[src/verilog/iad_pkg.sv]
package iad_pkg;

    localparam int unsigned DW = 32;
    localparam int unsigned AW = 8;
    localparam int unsigned SW = 4;
    localparam int unsigned HALF_W = 16;
    localparam int unsigned REG_IDX_W = 3;
    localparam int unsigned NREGS = 8;

    // register offsets (byte addresses)
    localparam logic [AW-1:0] ADR_SRC1 = 8'h00;
    localparam logic [AW-1:0] ADR_SRC2 = 8'h04;
    localparam logic [AW-1:0] ADR_LIMM = 8'h08;
    localparam logic [AW-1:0] ADR_CMD = 8'h0c;
    localparam logic [AW-1:0] ADR_RESULT = 8'h10;
    localparam logic [AW-1:0] ADR_FLAGS = 8'h14;
    localparam logic [AW-1:0] ADR_RF_BASE = 8'h40;
    localparam logic [AW-1:0] ADR_RF_MASK = 8'he0;
    localparam int unsigned ADR_WORD_LSB = 2;

    // command word layout
    localparam int unsigned CMD_OP_LSB = 0;
    localparam int unsigned CMD_OP_W = 3;
    localparam int unsigned CMD_SETF_BIT = 3;
    localparam int unsigned CMD_COND_LSB = 4;
    localparam int unsigned CMD_COND_W = 5;
    localparam int unsigned CMD_DEST_LSB = 9;
    localparam int unsigned CMD_SRC1_LIMM_BIT = 12;
    localparam int unsigned CMD_SRC2_LIMM_BIT = 13;
    localparam int unsigned CMD_SHORT_OFF_BIT = 14;
    localparam int unsigned CMD_OFF_LSB = 15;
    localparam int unsigned OFF_W = 5;
    localparam int unsigned OFF_ALIGN_W = 2;

    // flag register layout
    localparam int unsigned FLG_W = 5;
    localparam int unsigned FLG_Z = 0;
    localparam int unsigned FLG_N = 1;
    localparam int unsigned FLG_C = 2;
    localparam int unsigned FLG_V = 3;
    localparam int unsigned FLG_S = 4;
    localparam logic [FLG_W-1:0] FLAGS_RST = 5'h00;

    localparam logic [HALF_W-1:0] HALF_MAX = 16'h7fff;
    localparam logic [HALF_W-1:0] HALF_MIN = 16'h8000;
    localparam logic [HALF_W-1:0] HALF_ZERO = 16'h0000;
    localparam logic [DW-1:0] WORD_ZERO = 32'h0000_0000;
    localparam int unsigned SCALE_TWO = 1;
    localparam int unsigned SCALE_FOUR = 2;
    localparam int unsigned SCALE_EIGHT = 3;

    typedef enum logic [CMD_OP_W-1:0] {
        OP_HALFWORD_ABS_SATURATE = 3'h0,
        OP_SUM_WITH_CARRY = 3'h1,
        OP_SUM = 3'h2,
        OP_SUM_SCALED_BY_TWO = 3'h3,
        OP_SUM_SCALED_BY_FOUR = 3'h4,
        OP_SUM_SCALED_BY_EIGHT = 3'h5
    } iad_op_t;

    localparam logic [CMD_COND_W-1:0] COND_ALWAYS = 5'h00;
    localparam logic [CMD_COND_W-1:0] COND_ZERO = 5'h01;
    localparam logic [CMD_COND_W-1:0] COND_NONZERO = 5'h02;
    localparam logic [CMD_COND_W-1:0] COND_POSITIVE = 5'h03;
    localparam logic [CMD_COND_W-1:0] COND_NEGATIVE = 5'h04;
    localparam logic [CMD_COND_W-1:0] COND_CARRY = 5'h05;
    localparam logic [CMD_COND_W-1:0] COND_NOCARRY = 5'h06;
    localparam logic [CMD_COND_W-1:0] COND_OVF = 5'h07;
    localparam logic [CMD_COND_W-1:0] COND_NOOVF = 5'h08;
    localparam logic [CMD_COND_W-1:0] COND_SGT = 5'h09;
    localparam logic [CMD_COND_W-1:0] COND_SGE = 5'h0a;
    localparam logic [CMD_COND_W-1:0] COND_SLT = 5'h0b;
    localparam logic [CMD_COND_W-1:0] COND_SLE = 5'h0c;
    localparam logic [CMD_COND_W-1:0] COND_UGT = 5'h0d;
    localparam logic [CMD_COND_W-1:0] COND_ULE = 5'h0e;

    // evaluates a condition code against the current flags; unused codes are false
    function automatic logic iad_cond_true(input logic [CMD_COND_W-1:0] code, input logic [FLG_W-1:0] f);
        logic z;
        logic n;
        logic c;
        logic v;
        logic r;
        z = f[FLG_Z];
        n = f[FLG_N];
        c = f[FLG_C];
        v = f[FLG_V];
        case (code)
            COND_ALWAYS: r = 1'b1;
            COND_ZERO: r = z;
            COND_NONZERO: r = !z;
            COND_POSITIVE: r = !n;
            COND_NEGATIVE: r = n;
            COND_CARRY: r = c;
            COND_NOCARRY: r = !c;
            COND_OVF: r = v;
            COND_NOOVF: r = !v;
            COND_SGT: r = !z && (n == v);
            COND_SGE: r = (n == v);
            COND_SLT: r = (n != v);
            COND_SLE: r = z || (n != v);
            COND_UGT: r = !c && !z;
            COND_ULE: r = c || z;
            default: r = 1'b0;
        endcase
        return r;
    endfunction

    // merges a write under byte enables
    function automatic logic [DW-1:0] iad_merge(input logic [DW-1:0] old, input logic [DW-1:0] nw,
                                                input logic [SW-1:0] sel);
        logic [DW-1:0] r;
        r = old;
        for (int i = 0; i < SW; i++) begin
            if (sel[i]) begin
                r[i*8 +: 8] = nw[i*8 +: 8];
            end
        end
        return r;
    endfunction

endpackage

[src/verilog/iad_top.sv]
// Behaviour
// - halfword abs uses low 16 bits; values up to 0x7fff pass unchanged
// - low halfword 0x8000 saturates to 0x0000_7fff and raises saturation
// - halfword abs flags: Z from source zero, N bit 31, V sat, S sticky
// - commands change flags only when the set-flags bit is set
// - add with carry writes a+b+C and sets Z, N, C, V
// - plain add writes a+b and sets Z, N, C, V
// - conditional forms write the destination only when the condition holds
// - scaled sum shifts second source left by one before adding
// - scaled sum shifts second source left by two before adding
// - scaled sum shifts second source left by three before adding
// - scaled sum overflow reflects only the add step
// - short pointer offsets encode five bits, low two bits are zero
module iad_top
    import iad_pkg::*;
(
    input wire logic clk_sys_i,
    input wire logic resetn_i,
    input wire logic wb_cyc_i,
    input wire logic wb_stb_i,
    input wire logic wb_we_i,
    input wire logic [AW-1:0] wb_adr_i,
    input wire logic [SW-1:0] wb_sel_i,
    input wire logic [DW-1:0] wb_dat_i,
    output logic [DW-1:0] wb_dat_o,
    output logic wb_ack_o,
    output logic [FLG_W-1:0] flags_o
);

    logic ack_r;
    logic [DW-1:0] dat_r;
    logic [DW-1:0] src1_r;
    logic [DW-1:0] src2_r;
    logic [DW-1:0] limm_r;
    logic [DW-1:0] result_r;
    logic [FLG_W-1:0] flags_r;
    logic [FLG_W-1:0] flags_nxt;
    logic [NREGS-1:0][DW-1:0] rf_r;

    wire req = wb_cyc_i && wb_stb_i && !ack_r;
    wire wr = req && wb_we_i;
    wire hit_rf = (wb_adr_i & ADR_RF_MASK) == ADR_RF_BASE;
    wire [REG_IDX_W-1:0] rf_rd_idx = wb_adr_i[ADR_WORD_LSB +: REG_IDX_W];
    wire cmd_wr = wr && (wb_adr_i == ADR_CMD);
    wire flags_wr = wr && (wb_adr_i == ADR_FLAGS);
    wire [DW-1:0] cmd = iad_merge(WORD_ZERO, wb_dat_i, wb_sel_i);

    // command decode
    wire iad_op_t op = iad_op_t'(cmd[CMD_OP_LSB +: CMD_OP_W]);
    wire setf = cmd[CMD_SETF_BIT];
    wire [CMD_COND_W-1:0] cond = cmd[CMD_COND_LSB +: CMD_COND_W];
    wire [REG_IDX_W-1:0] dest = cmd[CMD_DEST_LSB +: REG_IDX_W];
    wire src1_limm = cmd[CMD_SRC1_LIMM_BIT];
    wire src2_limm = cmd[CMD_SRC2_LIMM_BIT];
    wire short_off = cmd[CMD_SHORT_OFF_BIT];
    wire [OFF_W-1:0] off5 = cmd[CMD_OFF_LSB +: OFF_W];
    wire [DW-1:0] off_word = {{(DW-OFF_W-OFF_ALIGN_W){1'b0}}, off5, {OFF_ALIGN_W{1'b0}}};

    wire [DW-1:0] op1 = src1_limm ? limm_r : src1_r;
    wire [DW-1:0] op2 = short_off ? off_word : (src2_limm ? limm_r : src2_r);
    wire cond_ok = iad_cond_true(cond, flags_r);
    wire exec = cmd_wr && cond_ok;
    wire rf_we = exec && (dest != '0);
    wire flag_upd = exec && setf;

    logic [DW-1:0] alu_res;
    logic alu_z;
    logic alu_n;
    logic alu_c;
    logic alu_v;
    logic alu_sat;

    iad_alu u_alu (
        .op_i(op),
        .a_i(op1),
        .b_i(op2),
        .carry_i(flags_r[FLG_C]),
        .res_o(alu_res),
        .z_o(alu_z),
        .n_o(alu_n),
        .c_o(alu_c),
        .v_o(alu_v),
        .sat_o(alu_sat)
    );

    wire [DW-1:0] flags_bus = iad_merge({{(DW-FLG_W){1'b0}}, flags_r}, wb_dat_i, wb_sel_i);

    // sticky saturation only accumulates on commands; a flags register write can clear it
    assign flags_nxt = flags_wr ? flags_bus[FLG_W-1:0] :
                       flag_upd ? {flags_r[FLG_S] | alu_sat, alu_v, alu_c, alu_n, alu_z} :
                       flags_r;

    wire [DW-1:0] rd_mux = (wb_adr_i == ADR_SRC1) ? src1_r :
                           (wb_adr_i == ADR_SRC2) ? src2_r :
                           (wb_adr_i == ADR_LIMM) ? limm_r :
                           (wb_adr_i == ADR_RESULT) ? result_r :
                           (wb_adr_i == ADR_FLAGS) ? {{(DW-FLG_W){1'b0}}, flags_r} :
                           hit_rf ? rf_r[rf_rd_idx] :
                           WORD_ZERO;

    always_ff @(posedge clk_sys_i) begin
        if (!resetn_i) begin
            ack_r <= 1'b0;
            dat_r <= WORD_ZERO;
        end else begin
            ack_r <= req;
            dat_r <= (req && !wb_we_i) ? rd_mux : WORD_ZERO;
        end
    end

    always_ff @(posedge clk_sys_i) begin
        if (!resetn_i) begin
            src1_r <= WORD_ZERO;
            src2_r <= WORD_ZERO;
            limm_r <= WORD_ZERO;
        end else if (wr) begin
            if (wb_adr_i == ADR_SRC1) src1_r <= iad_merge(src1_r, wb_dat_i, wb_sel_i);
            if (wb_adr_i == ADR_SRC2) src2_r <= iad_merge(src2_r, wb_dat_i, wb_sel_i);
            if (wb_adr_i == ADR_LIMM) limm_r <= iad_merge(limm_r, wb_dat_i, wb_sel_i);
        end
    end

    always_ff @(posedge clk_sys_i) begin
        if (!resetn_i) begin
            flags_r <= FLAGS_RST;
            result_r <= WORD_ZERO;
        end else begin
            flags_r <= flags_nxt;
            if (exec) result_r <= alu_res;
        end
    end

    always_ff @(posedge clk_sys_i) begin
        if (!resetn_i) begin
            rf_r <= '0;
        end else if (rf_we) begin
            rf_r[dest] <= alu_res;
        end
    end

    assign wb_ack_o = ack_r;
    assign wb_dat_o = dat_r;
    assign flags_o = flags_r;
endmodule

[src/verilog/iad_alu.sv]
module iad_alu
    import iad_pkg::*;
(
    input wire iad_op_t op_i,
    input wire logic [DW-1:0] a_i,
    input wire logic [DW-1:0] b_i,
    input wire logic carry_i,
    output logic [DW-1:0] res_o,
    output logic z_o,
    output logic n_o,
    output logic c_o,
    output logic v_o,
    output logic sat_o
);

    logic [HALF_W-1:0] src16;
    logic [HALF_W-1:0] neg16;
    logic [DW-1:0] b_sh;
    logic [DW:0] sum;
    logic cin;
    logic is_abs;

    assign src16 = a_i[HALF_W-1:0];
    assign neg16 = HALF_ZERO - src16;
    assign is_abs = (op_i == OP_HALFWORD_ABS_SATURATE);
    assign cin = (op_i == OP_SUM_WITH_CARRY) ? carry_i : 1'b0;

    always_comb begin
        case (op_i)
            OP_SUM_SCALED_BY_TWO: b_sh = b_i << SCALE_TWO;
            OP_SUM_SCALED_BY_FOUR: b_sh = b_i << SCALE_FOUR;
            OP_SUM_SCALED_BY_EIGHT: b_sh = b_i << SCALE_EIGHT;
            default: b_sh = b_i;
        endcase
    end

    assign sum = {1'b0, a_i} + {1'b0, b_sh} + {{DW{1'b0}}, cin};

    always_comb begin
        sat_o = 1'b0;
        if (is_abs) begin
            if (src16 <= HALF_MAX) begin
                res_o = {HALF_ZERO, src16};
            end else if (src16 == HALF_MIN) begin
                res_o = {HALF_ZERO, HALF_MAX};
                sat_o = 1'b1;
            end else begin
                res_o = {HALF_ZERO, neg16};
            end
        end else begin
            res_o = sum[DW-1:0];
        end
    end

    // abs flags follow the input, carry unchanged
    assign z_o = is_abs ? (a_i == WORD_ZERO) : (res_o == WORD_ZERO);
    assign n_o = is_abs ? a_i[DW-1] : res_o[DW-1];
    assign c_o = is_abs ? carry_i : sum[DW];
    // overflow from the add step only, bits shifted out ignored
    assign v_o = is_abs ? sat_o :
                 (a_i[DW-1] == b_sh[DW-1]) && (res_o[DW-1] != a_i[DW-1]);

endmodule

[config.mk]
export PLATFORM = sky130hd
export DESIGN_NAME = iad_top
export DESIGN_NICKNAME = d
export VERILOG_FILES = /design/src/verilog/iad_pkg.sv /design/src/verilog/iad_top.sv /design/src/verilog/iad_alu.sv
export SDC_FILE = /design/constraint.sdc
export NUM_CORES = 1
export LEC_CHECK = 0
export BUFFER_PORTS_ARGS = -buffer_cell sky130_fd_sc_hd__buf_2
export CAP_MARGIN = 20
export CORE_ASPECT_RATIO = 1.1
export CORE_UTILIZATION = 50
export CTS_CLUSTER_SIZE = 24
export DETAILED_ROUTE_END_ITERATION = 10
export PLACE_DENSITY = 0.7
export SLEW_MARGIN = 20
export SYNTH_ARGS = -nofsm -noshare
export SYNTH_HDL_FRONTEND = slang
export SYNTH_SLANG_ARGS = --single-unit
[constraint.sdc]
create_clock -name clk_sys_i -period 5.05 [get_ports clk_sys_i]
set_input_delay 0.505 -clock clk_sys_i [delete_from_list [all_inputs] [get_ports clk_sys_i]]
set_output_delay 0.505 -clock clk_sys_i [all_outputs]
set_load 0.005 [all_outputs]
==> results of run 1 <==
## registers in the layout, indices dropped and copies added (netlist names)
| signal | cells |
|---|---|
| flags_o | 5 |
| src2_r | 32 |
| wb_ack_o | 1 |
| wb_dat_o | 32 |
| rf_r | 256 |
| src1_r | 32 |
| limm_r | 32 |
| result_r | 32 |
## stage by stage
| stage | setup WS (ns) | hold WS, ns | power [W] | utilization, % |
|---|---|---|---|---|
| floorplan | 0.0714 | 0.425 | 0.00370 | - |
| global placement | 0.164 | 0.434 | 0.00387 | 54.1 |
| detailed placement | 0.149 | 0.439 | 0.00388 | 54.1 |
| CTS | 0.758 | 0.162 | 0.00721 | 57.6 |
| global route | 0.348 | 0.183 | 0.00738 | 57.6 |
| finish | 0.617 | 0.180 | 0.00718 | 57.6 |
## cell type report
| cell class | instances | area (sq um) | share of cell area (%) |
|---|---|---|---|
| clock buffers | 63 | 1250 | 5.00 |
| well taps | 574 | 718 | 2.86 |
| flip-flops and latches | 422 | 8450 | 33.7 |
| multi-input cells | 1962 | 12900 | 51.3 |
| inverters | 24 | 97.6 | 0.389 |
| repair buffers | 211 | 1450 | 5.79 |
| clock inverters | 17 | 239 | 0.953 |
## layout by cell type, fill, tap and decap left out, types with 9 or more instances in the layout
cell type | synthesis | layout
nand2_1 | 437 | 437
dfxtp_1 | 422 | 422
nor2_1 | 349 | 345
a21oi_1 | 209 | 208
mux2i_1 | 159 | 159
buf_4 | 6 | 120
a211oi_1 | 109 | 109
buf_2 | 27 | 84
o21ai_0 | 73 | 73
mux4_2 | 64 | 64
nand3_1 | 48 | 48
mux2_2 | 48 | 48
and2_1 | 46 | 46
clkbuf_16 | 0 | 44
nor3_1 | 35 | 35
ha_1 | 35 | 35
a222oi_1 | 28 | 28
a31oi_1 | 24 | 24
inv_1 | 23 | 22
o22ai_1 | 21 | 21
a21o_1 | 17 | 17
o21a_1 | 15 | 15
nand2b_1 | 14 | 14
nor4_1 | 13 | 13
clkbuf_1 | 161 | 11
nand3b_1 | 10 | 10
xor2_1 | 10 | 10
xnor2_1 | 10 | 10
o211ai_1 | 9 | 9
nand4_1 | 9 | 9
## worst max-delay path: stages
cell	delay (ns)
buf_2	0.22
and2_1	0.50
a21oi_1	0.08
a21oi_1	0.40
o22ai_1	0.14
a221o_1	0.32
ha_1	0.43
nor2_1	0.09
o21ai_0	0.21
o211ai_1	0.24
a2111oi_0	0.53
buf_4	0.19
o21ai_1	0.08
o21ai_1	0.16
o21ai_1	0.12
mux2i_2	0.26
buf_4	0.22
mux2_2	0.16
nor2_1	0.03
## synthesized netlist by cell type, types with 9 or more instances
master and n:
and2_1 46, a222oi_1 28, mux2_2 48, ha_1 35
o21ai_0 73, nand4_1 9, nand2_1 437, mux4_2 64
o21a_1 15, xor2_1 10, mux2i_1 159, dfxtp_1 422
clkbuf_1 161, o211ai_1 9, inv_1 23, nor3_1 35
buf_2 27, nor4_1 13, nand3b_1 10, nand3_1 48
nand2b_1 14, nor2_1 349, buf_1 12, a21oi_1 209
o22ai_1 21, a21o_1 17, xnor2_1 10, a31oi_1 24
a211oi_1 109
## path summary, 6_finish.rpt
| kind | end | slack (ns) | startpoint | depth (start not counted) |
|---|---|---|---|---|
| hold reg to reg | rf_r[55] | 0.45 | rf_r[55] | 2 |
| setup reg to reg | result_r[31] | 0.78 | limm_r[3] | 18 |
| hold / removal | wb_ack_o | 0.18 | wb_stb_i | 3 |
| setup / recovery | result_r[31] | 0.62 | wb_sel_i[1] | 19 |
## routing by layer
metal	share of wire [%]	track usage, %	up-vias
met3	8.2	5.51	206
met2	46	53.6	983
met4	4.7	15.1	2
met5	0.017	0	-
li1	-	-	9449
met1	41	43.5	10001
## cell families after synthesis
logic type                 share of synthesized area (%)
muxes                                               16.3
adders and majority gates                           2.16
xor gates and xnor gates                           0.790
DFF                                                 38.1
AOI/OAI and AO/OA                                   18.1
and+or+nand+nor                                     20.3
buffers and inverters                               4.22
## power breakdown
part / internal (W) / switching [W] / total, W
Sequential: 0.00333 / 0.000000423 / 0.00333
Combinational: 0.000148 / 0.000338 / 0.000486
Clock: 0.00199 / 0.00138 / 0.00337
==> flow_summary.ini, run 1 <==
[logic_synthesis]
syn_area_sq_um = 22200
synth-edff-count = 0
synth_seq_cells = 422
yosys_warnings = 0
synth_area_leaders = dfxtp_1 (38%), nand2_1 (7.4%), mux2i_1 (7.2%), mux4_2 (6.5%), nor2_1 (5.9%)
ys_async_sr_fraction_pct = 0
synth_cell_types = 96
synth_cells = 2616
synth_seq_area_share_pct = 38.1
synth.largest_area_cell = dfxtp_1
synth_nets = 2702
synthFlopType = dfxtp_1
yosysTopAreaCellShare_pct = 38.1
avgSynthCellArea_sq_um = 8.48

[placement]
place_congestion = 1.00
hpwl_mm = 53.2
port_buffers = 86
dp_cells = 3193
dpl_cell_area_sq_um = 23600

[global_routing]
grt_usage_pct = 33.2
antenna_found_initial = 2
grt_pass1_vias = 19529
grt_pass1_wl_mm = 116
grt_max_degree = 154
overflow = 0

[cts]
clockBufferDepth = 3
clock_latency_ns = 0.60
root_buffer = clkbuf_16
clk_pin_slew_worst_paths_ns = 0.06
cts.htree.levels = 2
cts_sinks = 422
cts.repair.resized = 0
cts_tree = yes
hold_buffers = 0
cts_buffers = 43
cts_setup_buffers = 0

[die]
coreArea_sq_um = 43500
fp.dieH_um = 223
ios = 87
die_w_um = 203
num_rows = 80
dieArea_sq_um = 45200
start_util_pct = 50.9

[timing]
hold_violations = 0
tns_ns = 0
tightest_slew_ns = 1.15
skew_ns = 0.0189
finalCriticalPeriod_ns = 4.43
post-route-period-util_pct = 87.8
timing.fmax_mhz = 226
setup_viol = 0
max_slew_margin_pct = 23.4
rsz0062_at_grt = false
report.final.slew_viol_count = 0

[finish]
area_delta_synth_final_pct = 13.0
antenna_cells = 0
postLayoutCellArea_sq_um = 25100
nFillCells = 3859
final-instance-count-excl-fill = 3273
drive_above_1_share_pct = 16.5
fin_nets = 2750

[routing]
drc = 0
vias_per_cell = 6.31
wire_per_inst_um = 23.1
drt_wl_total_mm = 75.7
antenna_left = 0
vias = 20641
first_pass_iters = 6
first_iter_violations = 2114

[setup_path]
worst_ep_arrival_time_ns = 4.90
worstSetupPathType = in -> reg
crit_path_end_kind = flip-flop
path_max_fanout = 16
startpoint_type = input pin
worstPathRequired_ns = 5.52

[power]
p_leak_nw = 9.02
ir_drop_v = 0.000250
power_density_nw_per_um2 = 287

[min_path]
hp-class = in -> reg

[status]
outcome = complete, no violations

[job]
max_cap_viol_count = 0
Note: power is estimated with default switching activity, not from simulation.
==> inputs of run 2 (changes only) <==
--- a/config.mk
+++ b/config.mk
@@ -8,10 +8,10 @@
 export BUFFER_PORTS_ARGS = -buffer_cell sky130_fd_sc_hd__buf_2
 export CAP_MARGIN = 20
 export CORE_ASPECT_RATIO = 1.1
-export CORE_UTILIZATION = 50
+export CORE_UTILIZATION = 55
 export CTS_CLUSTER_SIZE = 24
 export DETAILED_ROUTE_END_ITERATION = 10
-export PLACE_DENSITY = 0.7
+export PLACE_DENSITY = 0.76
 export SLEW_MARGIN = 20
 export SYNTH_ARGS = -nofsm -noshare
 export SYNTH_HDL_FRONTEND = slang
==> run 2 against run 1 <==
  * Cell count decreased by 2.9%
  * Combinational power decreased by 1%
  * First-iteration DRC count is 4.4% higher
  * Critical path depth is 1 lower
  * Non-clock buffer count down 26
  * Largest cell class unchanged
  * Highest routed layer is now met4
==> flow_summary.ini, run 2 (synthesized netlist as in run 1, its figures left out) <==
[timing]
tightest_slew_ns = 1.10
skew_ns = 0.0217
rsz0062_at_grt = false
tns_ns = 0
post-route-period-util_pct = 89.8
report.final.slew_viol_count = 0
max_slew_margin_pct = 26.9
setup_viol = 0
finalCriticalPeriod_ns = 4.53
hold_violations = 0
timing.fmax_mhz = 221

[finish]
register_area_sq_um = 8450
largest_register_ffs = 256
drive_above_1_share_pct = 15.7
nFillCells = 3294
final-instance-count-excl-fill = 3179
fin_nets = 2725
mostFrequentLayoutCells = nand2_1 (437), dfxtp_1 (422), nor2_1 (345)
antenna_cells = 0
postLayoutCellArea_sq_um = 24800
largest_register = rf_r
multi_input_area_sq_um = 12900
final_common_cell = nand2_1
area_delta_synth_final_pct = 12.0

[setup_path]
worstSetupPathType = in -> reg
startpoint_type = input pin
endpoint = flags_o[0]
worst_ep_arrival_time_ns = 5.02
regToRegEndpoint = rf_r[57]
r2r_setup_slack_ns = 0.56
path_max_fanout = 23
worstReg2RegStart = limm_r[6]
reg2reg_depth = 15
worstPathRequired_ns = 5.54
crit_path_end_kind = flip-flop
cp-startpoint = wb_sel_i[1]

[cts]
cts_buffers = 44
cts_sinks = 422
clk_pin_slew_worst_paths_ns = 0.06
cts.repair.resized = 0
cts_tree = yes
cts_setup_buffers = 0
clock_latency_ns = 0.59
cts.htree.levels = 2
root_buffer = clkbuf_16
clockBufferDepth = 3
hold_buffers = 0

[routing]
first_pass_iters = 10
antenna_left = 0
drt_wl_total_mm = 74.8
wire_per_inst_um = 23.5
vias_per_cell = 6.47
first_iter_violations = 2207
vias = 20580
drc = 0

[global_routing]
antenna_found_initial = 2
grt_pass1_vias = 19655
overflow = 0
grt_max_degree = 172
grt_usage_pct = 35.8
grt_pass1_wl_mm = 114

[placement]
dp_cells = 3100
place_congestion = 1.03
dpl_cell_area_sq_um = 23300
hpwl_mm = 52.1
port_buffers = 86

[die]
ios = 87
die_w_um = 193
start_util_pct = 56.2
coreArea_sq_um = 39500
dieArea_sq_um = 41100
fp.dieH_um = 213
num_rows = 76

[power]
p_total_w = 0.00726
power_density_nw_per_um2 = 292
ir_drop_v = 0.000280
p_leak_nw = 8.91

[min_path]
hp-class = in -> reg

[job]
max_cap_viol_count = 0

[status]
outcome = complete, no violations
[run 2: worst min path at each step]
stage | from | to | slack (ns) | depth (start not counted)
floorplan | rf_r[0] | rf_r[0] | 0.42 | 1
global placement | rf_r[182] | rf_r[182] | 0.43 | 2
detailed placement | rf_r[19] | rf_r[19] | 0.44 | 1
CTS | wb_stb_i | wb_ack_o | 0.18 | 3
global route | wb_dat_i[26] | src2_r[26] | 0.20 | 3
finish | wb_dat_i[27] | src2_r[27] | 0.20 | 3
[run 2: report_power, final]
group | internal [W] | switching, W | leakage, nW
logic | 0.000142 | 0.000339 | 4.76
registers | 0.00333 | 0.000000407 | 3.40
clock network | 0.00206 | 0.00139 | 0.754
[run 2: through the flow]
step / hold slack, ns / setup slack [ns] / utilization [%]
after CTS: 0.181 / 0.689 / 62.9
after global routing: 0.204 / 0.233 / 62.9
after floorplan: 0.425 / 0.0714 / -
after detailed placement: 0.439 / 0.151 / 59.0
final: 0.195 / 0.517 / 62.9
after global placement: 0.434 / 0.250 / 59.0
[run 2: routing by layer]
metal	vias up	wire [um]	track usage, %	share of wire (%)
li1	9393	-	-	-
met1	9921	29900	45.7	40
met2	1036	34100	57.7	46
met3	230	6800	7.01	9.1
met4	0	3990	19.0	5.3
met5	-	0	0	0
[run 2: worst max-delay path, cell delays in order]
cell and delay, ns:
buf_2 0.16, buf_4 0.32, nand2_2 0.10, buf_4 0.22
a21oi_1 0.46, inv_1 0.09, ha_1 0.33, a211oi_1 0.36
o21bai_1 0.21, buf_4 0.18, a21oi_1 0.17, xor2_1 0.42
o311ai_0 0.22, nor4_1 0.20, nand4_1 0.33, nor4_1 0.34
nand4_1 0.17, o41ai_2 0.24
[run 2: cell type report]
| class | count | area share (%) |
|---|---|---|
| clock buffers | 63 | 5.21 |
| clock inverters | 16 | 1.03 |
| flip-flops and latches | 422 | 34.0 |
| well taps | 507 | 2.55 |
| repair buffers | 185 | 5.01 |
| multi-input cells | 1962 | 51.8 |
| inverters | 24 | 0.393 |
